`config.mk`:
```
export PLATFORM = sky130hd
export DESIGN_NAME = sfw_core
export DESIGN_NICKNAME = d
export VERILOG_FILES = /design/src/core/sfw_pkg.sv /design/src/core/sfw_core.sv /design/src/core/sfw_pin_sync.sv
export SDC_FILE = /design/constraint.sdc
export NUM_CORES = 1
export LEC_CHECK = 0
export CORE_ASPECT_RATIO = 0.75
export CORE_MARGIN = 4
export CORE_UTILIZATION = 57
export DETAILED_ROUTE_END_ITERATION = 16
export DONT_BUFFER_PORTS = 1
export PLACE_DENSITY = 0.78
export SYNTH_ARGS = -nofsm -noshare
export SYNTH_HDL_FRONTEND = slang
export SYNTH_SLANG_ARGS = --single-unit
export TNS_END_PERCENT = 10
```
`constraint.sdc`:
```
create_clock -name clock -period 2.1 [get_ports clock]
set_input_delay 0.105 -clock clock [delete_from_list [all_inputs] [get_ports clock]]
set_output_delay 0.105 -clock clock [all_outputs]
set_load 0.05 [all_outputs]
```
`src/core/sfw_pkg.sv`:
```
package sfw_pkg;

  // Command opcodes
  localparam logic [7:0] OP_SET_LATCH = 8'h06;
  localparam logic [7:0] OP_CLR_LATCH = 8'h04;
  localparam logic [7:0] OP_STATUS_RD = 8'h05;
  localparam logic [7:0] OP_STATUS_WR = 8'h01;
  localparam logic [7:0] OP_ARRAY_RD  = 8'h03;
  localparam logic [7:0] OP_FAST_RD   = 8'h0B;
  localparam logic [7:0] OP_ARRAY_WR  = 8'h02;
  localparam logic [7:0] OP_SLEEP     = 8'hB9;
  localparam logic [7:0] OP_IDENT     = 8'h9F;

  // Status register field positions
  localparam int BIT_PEN   = 7;
  localparam int BIT_GHI   = 3;
  localparam int BIT_GLO   = 2;
  localparam int BIT_LATCH = 1;
  localparam int BIT_WAKE  = 0;

  // Reset values
  localparam logic RST_LATCH = 1'b0;
  localparam logic RST_PEN   = 1'b0;
  localparam logic [1:0] RST_GUARD = 2'h0;

  // Block guard codes and range bases
  localparam logic [1:0]  GUARD_NONE    = 2'h0;
  localparam logic [1:0]  GUARD_QUARTER = 2'h1;
  localparam logic [1:0]  GUARD_HALF    = 2'h2;
  localparam logic [1:0]  GUARD_ALL     = 2'h3;
  localparam int          ADDR_W        = 14;
  localparam logic [13:0] QUARTER_BASE  = 14'h3000;
  localparam logic [13:0] HALF_BASE     = 14'h2000;
  localparam logic [2:0]  BIT_LAST      = 3'h7;

  typedef enum logic [6:0] {
    ST_IDLE   = 7'h01,
    ST_OPCODE = 7'h02,
    ST_ADDR   = 7'h04,
    ST_WDATA  = 7'h08,
    ST_SRD    = 7'h10,
    ST_SWR    = 7'h20,
    ST_SKIP   = 7'h40
  } sfw_state_t;

  typedef enum logic [3:0] {
    CMD_NONE      = 4'h0,
    CMD_SET_LATCH = 4'h1,
    CMD_CLR_LATCH = 4'h2,
    CMD_STATUS_RD = 4'h3,
    CMD_STATUS_WR = 4'h4,
    CMD_ARRAY_RD  = 4'h5,
    CMD_FAST_RD   = 4'h6,
    CMD_ARRAY_WR  = 4'h7,
    CMD_SLEEP     = 4'h8,
    CMD_IDENT     = 4'h9,
    CMD_INVALID   = 4'hA
  } sfw_cmd_kind_t;

  typedef struct packed {
    logic sck;
    logic cs_n;
    logic si;
    logic wp_n;
  } sfw_pins_t;

  localparam sfw_pins_t PINS_IDLE = '{sck: 1'b0, cs_n: 1'b1, si: 1'b0,
                                      wp_n: 1'b1};

  typedef struct packed {
    logic              valid;
    logic [ADDR_W-1:0] addr;
    logic [7:0]        data;
  } sfw_wr_t;

  typedef struct packed {
    logic          valid;
    sfw_cmd_kind_t kind;
  } sfw_cmd_t;

  typedef struct packed {
    sfw_pins_t meta;
    sfw_pins_t stable;
  } sfw_sync_t;

  typedef struct packed {
    sfw_state_t        state;
    sfw_pins_t         prev;
    logic [2:0]        bit_cnt;
    logic [7:0]        sh_in;
    logic [7:0]        sh_out;
    logic [ADDR_W-1:0] addr;
    logic              addr_lo;
    logic              wr_stop;
    logic              end_clear;
    logic              end_sleep;
    logic              latch;
    logic              pen;
    logic [1:0]        guard;
    logic              nv_loaded;
    logic              so;
    logic              so_oe;
    sfw_wr_t           wr;
    logic              wr_refused;
    logic              status_refused;
    logic              nv_wr;
    sfw_cmd_t          cmd;
    logic              sleep_req;
  } sfw_core_t;

endpackage

```
`src/core/sfw_core.sv`:
```
// Overview of operation
// - Decode 06h as latch set and 04h as latch clear.
// - Decode 03h as array read, 0Bh fast read, 02h array write.
// - Decode B9h as sleep entry and 9Fh as ident read.
// - Status read shifts out the status byte, most significant bit first.
// - Write latch is clear after power-up; everything starts write-disabled.
// - Latch set command sets the latch, shown at status bit 1.
// - Status write data never changes the write latch.
// - Latch clears at chip-select rise ending status or array write; clear opcode clears it at its eighth bit.
// - Latch clear command disables all writes until set again.
// - Protect pin enable at bit 7, guard bits at 3 and 2.
// - Status bits 0 and 4 to 6 ignore writes; bits 4 to 6 read zero.
// - Bit 0 may read one only while waking from sleep.
// - Guard bits are kept in nonvolatile storage across power cycles.
// - Guard 01 protects upper quarter, 10 upper half, 11 all.
// - Array writes blocked only by clear latch or guarded address.
// - Status writes refused when pin enable set and pin low.
// - Guarded blocks never writable; clear latch blocks array and status.
// - Status write takes one byte updating pin enable and guard bits.
// - First byte after chip-select fall is the opcode, MSB first.
// - Undefined opcode: ignore input until next fall, output stays off.
// - Burst write reaching a guarded address stops and drops the rest.
`timescale 1ns/100ps

module sfw_core (
  input  wire logic                clock,
  input  wire logic                reset_n,
  input  wire logic                spi_sck,
  input  wire logic                spi_cs_n,
  input  wire logic                spi_si,
  input  wire logic                protect_pin_n,
  input  wire logic                wake_busy,
  input  wire logic [1:0]          nv_guard_in,
  output logic                     spi_so,
  output logic                     spi_so_oe,
  output sfw_pkg::sfw_wr_t         array_wr,
  output logic                     array_wr_refused,
  output logic                     status_wr_refused,
  output sfw_pkg::sfw_cmd_t        cmd,
  output logic                     sleep_req,
  output logic                     nv_guard_wr,
  output logic [1:0]               nv_guard_out,
  output logic                     write_latch_flag,
  output logic                     protect_pin_enable
);

  localparam sfw_pkg::sfw_core_t CORE_RST = '{
    state:          sfw_pkg::ST_IDLE,
    prev:           sfw_pkg::PINS_IDLE,
    bit_cnt:        3'h0,
    sh_in:          8'h00,
    sh_out:         8'h00,
    addr:           14'h0000,
    addr_lo:        1'b0,
    wr_stop:        1'b0,
    end_clear:      1'b0,
    end_sleep:      1'b0,
    latch:          sfw_pkg::RST_LATCH,
    pen:            sfw_pkg::RST_PEN,
    guard:          sfw_pkg::RST_GUARD,
    nv_loaded:      1'b0,
    so:             1'b0,
    so_oe:          1'b0,
    wr:             '{valid: 1'b0, addr: 14'h0000, data: 8'h00},
    wr_refused:     1'b0,
    status_refused: 1'b0,
    nv_wr:          1'b0,
    cmd:            '{valid: 1'b0, kind: sfw_pkg::CMD_NONE},
    sleep_req:      1'b0
  };

  sfw_pkg::sfw_core_t r_reg;
  sfw_pkg::sfw_core_t r_next;
  sfw_pkg::sfw_pins_t pins;
  sfw_pkg::sfw_pins_t pins_raw;

  // Raw pins grouped before the synchroniser
  assign pins_raw = '{sck: spi_sck, cs_n: spi_cs_n, si: spi_si,
                      wp_n: protect_pin_n};

  sfw_pin_sync u_sync (
    .clock    (clock),
    .reset_n  (reset_n),
    .pins_in  (pins_raw),
    .pins_out (pins)
  );

  function automatic logic guarded(input logic [1:0]  g,
                                   input logic [13:0] a);
    case (g)
      sfw_pkg::GUARD_QUARTER: guarded = (a >= sfw_pkg::QUARTER_BASE);
      sfw_pkg::GUARD_HALF:    guarded = (a >= sfw_pkg::HALF_BASE);
      sfw_pkg::GUARD_ALL:     guarded = 1'b1;
      default:                guarded = 1'b0;
    endcase
  endfunction

  always_comb begin
    logic [7:0] sh_v;
    logic       byte_done;
    logic [7:0] st_v;
    logic       cs_fall;
    logic       cs_rise;
    logic       sck_rise;
    logic       sck_fall;
    sh_v      = 8'h00;
    byte_done = 1'b0;
    st_v      = 8'h00;
    cs_fall   = r_reg.prev.cs_n & ~pins.cs_n;
    cs_rise   = ~r_reg.prev.cs_n & pins.cs_n;
    sck_rise  = ~r_reg.prev.sck & pins.sck & ~pins.cs_n;
    sck_fall  = r_reg.prev.sck & ~pins.sck & ~pins.cs_n;

    r_next                = r_reg;
    r_next.prev           = pins;
    r_next.wr.valid       = 1'b0;
    r_next.wr_refused     = 1'b0;
    r_next.status_refused = 1'b0;
    r_next.nv_wr          = 1'b0;
    r_next.cmd.valid      = 1'b0;
    r_next.sleep_req      = 1'b0;

    st_v[sfw_pkg::BIT_PEN]   = r_reg.pen;
    st_v[sfw_pkg::BIT_GHI]   = r_reg.guard[1];
    st_v[sfw_pkg::BIT_GLO]   = r_reg.guard[0];
    st_v[sfw_pkg::BIT_LATCH] = r_reg.latch;
    st_v[sfw_pkg::BIT_WAKE]  = wake_busy;

    if (!r_reg.nv_loaded) begin
      r_next.guard     = nv_guard_in;
      r_next.nv_loaded = 1'b1;
    end

    if (cs_fall) begin
      r_next.state     = sfw_pkg::ST_OPCODE;
      r_next.bit_cnt   = 3'h0;
      r_next.addr_lo   = 1'b0;
      r_next.wr_stop   = 1'b0;
      r_next.end_clear = 1'b0;
      r_next.end_sleep = 1'b0;
      r_next.so_oe     = 1'b0;
    end else if (cs_rise) begin
      r_next.state = sfw_pkg::ST_IDLE;
      r_next.so_oe = 1'b0;
      if (r_reg.end_clear) begin
        r_next.latch = 1'b0;
      end
      r_next.sleep_req = r_reg.end_sleep;
    end else if (sck_fall) begin
      if (r_reg.state == sfw_pkg::ST_SRD) begin
        r_next.so     = r_reg.sh_out[7];
        r_next.so_oe  = 1'b1;
        r_next.sh_out = {r_reg.sh_out[6:0], r_reg.sh_out[7]};
      end
    end else if (sck_rise) begin
      sh_v           = {r_reg.sh_in[6:0], pins.si};
      byte_done      = (r_reg.bit_cnt == sfw_pkg::BIT_LAST);
      r_next.sh_in   = sh_v;
      r_next.bit_cnt = r_reg.bit_cnt + 3'h1;
      case (r_reg.state)
        sfw_pkg::ST_OPCODE: begin
          if (byte_done) begin
            r_next.cmd.valid = 1'b1;
            r_next.state     = sfw_pkg::ST_SKIP;
            case (sh_v)
              sfw_pkg::OP_SET_LATCH: begin
                r_next.latch    = 1'b1;
                r_next.cmd.kind = sfw_pkg::CMD_SET_LATCH;
              end
              sfw_pkg::OP_CLR_LATCH: begin
                r_next.latch     = 1'b0;
                r_next.end_clear = 1'b1;
                r_next.cmd.kind  = sfw_pkg::CMD_CLR_LATCH;
              end
              sfw_pkg::OP_STATUS_RD: begin
                r_next.state    = sfw_pkg::ST_SRD;
                r_next.sh_out   = st_v;
                r_next.cmd.kind = sfw_pkg::CMD_STATUS_RD;
              end
              sfw_pkg::OP_STATUS_WR: begin
                r_next.state     = sfw_pkg::ST_SWR;
                r_next.end_clear = 1'b1;
                r_next.cmd.kind  = sfw_pkg::CMD_STATUS_WR;
              end
              sfw_pkg::OP_ARRAY_RD: begin
                r_next.cmd.kind = sfw_pkg::CMD_ARRAY_RD;
              end
              sfw_pkg::OP_FAST_RD: begin
                r_next.cmd.kind = sfw_pkg::CMD_FAST_RD;
              end
              sfw_pkg::OP_ARRAY_WR: begin
                r_next.state     = sfw_pkg::ST_ADDR;
                r_next.end_clear = 1'b1;
                r_next.cmd.kind  = sfw_pkg::CMD_ARRAY_WR;
              end
              sfw_pkg::OP_SLEEP: begin
                r_next.end_sleep = 1'b1;
                r_next.cmd.kind  = sfw_pkg::CMD_SLEEP;
              end
              sfw_pkg::OP_IDENT: begin
                r_next.cmd.kind = sfw_pkg::CMD_IDENT;
              end
              default: begin
                r_next.cmd.kind = sfw_pkg::CMD_INVALID;
              end
            endcase
          end
        end
        sfw_pkg::ST_ADDR: begin
          if (byte_done) begin
            // Upper two address bits are dropped
            if (!r_reg.addr_lo) begin
              r_next.addr[13:8] = sh_v[5:0];
              r_next.addr_lo    = 1'b1;
            end else begin
              r_next.addr[7:0] = sh_v;
              r_next.state     = sfw_pkg::ST_WDATA;
            end
          end
        end
        sfw_pkg::ST_WDATA: begin
          if (byte_done && !r_reg.wr_stop) begin
            if (r_reg.latch && !guarded(r_reg.guard, r_reg.addr)) begin
              r_next.wr.valid = 1'b1;
              r_next.wr.addr  = r_reg.addr;
              r_next.wr.data  = sh_v;
              r_next.addr     = r_reg.addr + 14'h0001;
            end else begin
              r_next.wr_stop    = 1'b1;
              r_next.wr_refused = 1'b1;
            end
          end
        end
        sfw_pkg::ST_SWR: begin
          if (byte_done) begin
            r_next.state = sfw_pkg::ST_SKIP;
            if (r_reg.latch && !(r_reg.pen && !pins.wp_n)) begin
              r_next.pen   = sh_v[sfw_pkg::BIT_PEN];
              r_next.guard = {sh_v[sfw_pkg::BIT_GHI], sh_v[sfw_pkg::BIT_GLO]};
              r_next.nv_wr = 1'b1;
            end else begin
              r_next.status_refused = 1'b1;
            end
          end
        end
        default: begin
        end
      endcase
    end
  end

  always_ff @(posedge clock) begin
    if (!reset_n) begin
      r_reg <= CORE_RST;
    end else begin
      r_reg <= r_next;
    end
  end

  assign spi_so             = r_reg.so;
  assign spi_so_oe          = r_reg.so_oe;
  assign array_wr           = r_reg.wr;
  assign array_wr_refused   = r_reg.wr_refused;
  assign status_wr_refused  = r_reg.status_refused;
  assign cmd                = r_reg.cmd;
  assign sleep_req          = r_reg.sleep_req;
  assign nv_guard_wr        = r_reg.nv_wr;
  assign nv_guard_out       = r_reg.guard;
  assign write_latch_flag   = r_reg.latch;
  assign protect_pin_enable = r_reg.pen;

endmodule

```
`src/core/sfw_pin_sync.sv`:
```
`timescale 1ns/100ps

module sfw_pin_sync (
  input  wire logic              clock,
  input  wire logic              reset_n,
  input  wire sfw_pkg::sfw_pins_t pins_in,
  output sfw_pkg::sfw_pins_t     pins_out
);

  sfw_pkg::sfw_sync_t sync_reg;
  sfw_pkg::sfw_sync_t sync_next;

  // Meta stage feeds only the stable stage
  always_comb begin
    sync_next        = sync_reg;
    sync_next.meta   = pins_in;
    sync_next.stable = sync_reg.meta;
  end

  always_ff @(posedge clock) begin
    if (!reset_n) begin
      sync_reg <= '{meta: sfw_pkg::PINS_IDLE, stable: sfw_pkg::PINS_IDLE};
    end else begin
      sync_reg <= sync_next;
    end
  end

  assign pins_out = sync_reg.stable;

endmodule

```
==> results.md <==
* Port bufs at 0
* Clock latency at the later pin of the worst-skew pair at 0.37 ns
* Die area at 9360 um2
* Simple-gate share of the synthesized area at 0.230
* Worst Path Required at around 2.4 ns
* Clock tree buffer depth at 2
* Crit path time final at roughly 2.0 ns
* Highest clock rate at 488 MHz
* Mean Syn Cell Area at 8.64 um2
* Largest family of logic cells by synthesized area: simple AND/OR/NAND/NOR gates
* Final setup vio count at 0
* Initial cell density of the core at 0.598
* RSZ-0062 raised after global routing: yes
* Final hold vios at 0
* Syn_nets at around 530
* Post-synth EDFFs at 0
* Syn Inst Count at a little over 500
* Synth Area in Adders at 0.0190
* Routed Antenna Nets at 0
* GR Overflow Total at 0
* TritonCTS clock tree: done
* Area Growth Syn to Fin at 9.46%
* Seq/Total Area, Yosys at 0.411
* TritonCTS buffer count at 9
* Worst slew pin tran at 0.528 ns
* Top post-synthesis cells by area: dfxtp_1 41%, mux2i_1 8.3%, buf_4 5.0%
* Placed Instances at 603
* Max IR drop VDD at 0.504 mV
* Number of flip-flops in the largest register at 46
* Top-count cell post-synth: dfxtp_1
* Synth top area share at 0.411
* Clk sinks at 92
* Hold Crit Class: input port to flip-flop
* Synthesized area at 4480 um2
* First DRT Iteration DRCs at 405
* CP Capture Type: flip-flop
* Number of synthesized register bits at 92
* Largest net degree at the start of global routing at 38
* Status: finished clean
* Leakage Power at 1.99 nW
* Area leader, netlist: dfxtp_1
* Clock Tree Root: clkbuf_8
* Filler cells at 627
* Vias in the first global route at 3510
* Worst Setup Start Kind: flip-flop
* Layout Cells excl Fill at 626
* Global-route usage over all layers at 0.242
* Synth Warn # at 0
* Main flop type after synthesis: dfxtp_1
* ANT cells at 0
* First-pass GRT wire length at 17.9 mm
* Sequential Area at 1840 um2
* Min Hold Slack at a little over 0.008 ns
* Compound-gate portion of the synthesized area at 0.157
* Post-synthesis cell type count at 60
* Worst path arrival time at 2.30 ns
* Layout net count at 535
* Worst-path clk slew at 0.10 ns
* Max_slew headroom at 0.648
* Max Clock Skew at around 0.0098 ns
* Top Ports at 47
* Drt first pass iters at 5
* Overall via count from detail_route at about 3800
* WL final at between 10 and 15 mm
* DP HPWL at 7.64 mm
* Max-Cap Viols at 0
* WL/cell at around 18 um
* Synth Area in XOR/XNOR at 0.00782
* Crit-path max FO at 6
* Row count at 27
* Share of layout cells above drive strength 1 at 0.147
* CTS HTree Levels at 3
* # DRC at 0
* Top cells by count, synth: 92 x dfxtp_1, 56 x nand2_1, 52 x nor2_1
* Final Wtd Congestion at 0.875
* Final Cycle Share at 0.976
* Ys async rst share at 0
* Max-slew violations at 0
* Multi-input combinational cell area at 2290 um2
* Pwr Density at a little over 600 nW/um2
* Die Span X at 110 um
* Routed vias/inst at between 6 and 7
* Crit path kind: flip-flop to flip-flop
* Initial antenna violation count at 0
* Mux contribution to synthesized area at 0.0826
* Placeable Area at 7500 um2
* Die height at about 85 um
[metal layers]
layer	global-route usage	vias to the layer above	routed length, um
met5	0	-	0
met4	0.0447	0	97
met3	0.0815	15	969
met2	0.334	142	4710
met1	0.366	1830	5230
li1	-	1830	-
[stage by stage]
step	power [mW]	setup TNS (ns)	instance area (um2)	setup slack (ns)	utilization
floorplan	1.88	0	4480	0.0411	-
global placement	1.90	-0.203	4580	-0.0277	0.610
detailed placement	1.90	-0.472	4580	-0.0613	0.610
CTS	3.03	0	4860	0.00730	0.648
global route	3.15	-0.165	4910	-0.0902	0.654
finish	3.04	0	4910	0.0500	0.654
[critical path, stage by stage, from the launching register on]
cell      delay, ns
dfxtp_1        0.37
ha_1           0.16
ha_1           0.16
buf_4          0.14
and4bb_2       0.32
nand3_1        0.17
nor4_4         0.22
mux2i_2        0.33
nor2_1         0.06
[cell families after synthesis]
logic type	Yosys count
multiplexers	37
AO/OA/AOI/OAI	105
flip-flops	92
buffers and inverters	75
adder cells (fa/ha/maj)	7
XOR/XNOR	4
AND/OR/NAND/NOR	199
[cells in the final DEF (no fill, tap or decap), types with 3 or more instances in the layout]
cell	n
dfxtp_1	92
nor2b_1	7
and3_1	8
o21a_1	3
nor3_1	5
nor3b_1	3
ha_1	6
o31ai_1	7
nor4b_1	3
mux2i_1	36
o32ai_1	3
o211ai_1	6
a211oi_1	4
inv_6	3
nor2_1	51
buf_4	39
nand4_1	4
nand2b_1	5
a21oi_1	31
a22o_1	5
dlygate4sd3_1	6
and2_1	9
nand3_1	15
nand2_1	56
nor4_1	8
o21ai_0	11
inv_1	18
nand4b_1	3
a31oi_1	11
clkbuf_8	10
a21o_1	4
[path summary, 6_finish.rpt]
check,endpoint,depth (start not counted),slack (ns),startpoint
setup / recovery,write_latch_flag,8,0.05,r_reg[73]
hold / removal,spi_so_oe,2,0.008,reset_n
setup reg to reg,write_latch_flag,8,0.05,r_reg[73]
hold reg to reg,u_sync.pins_out[0],1,0.42,u_sync.sync_next[0]
[power by group]
part	switching [mW]	internal (mW)	total (mW)
Sequential	0.0103	1.76	1.77
Clock	0.669	0.478	1.15
Combinational	0.0807	0.0446	0.125
Total	0.760	2.28	3.04
[area by class of cell]
type	instances	area share
sequential	92	0.375
inverter	18	0.0138
tap	101	0.0258
timing repair buffer	47	0.0801
clock buffer	11	0.0288
multi-input combinational	352	0.467
clock inverter	5	0.00867
[repair_timing]
| item | CTS | global route |
|---|---|---|
| setup buffers | 0 | 0 |
| hold buffers | 7 | 0 |
| setup endpoints to repair | 35 | 41 |
| cloned | 0 | 0 |
| endpoints found under the hold margin | 33 | 0 |
| resized for setup | 2 | 13 |
| pin swaps | 0 | 1 |
No activity file was read; power rests on OpenSTA's default activity.
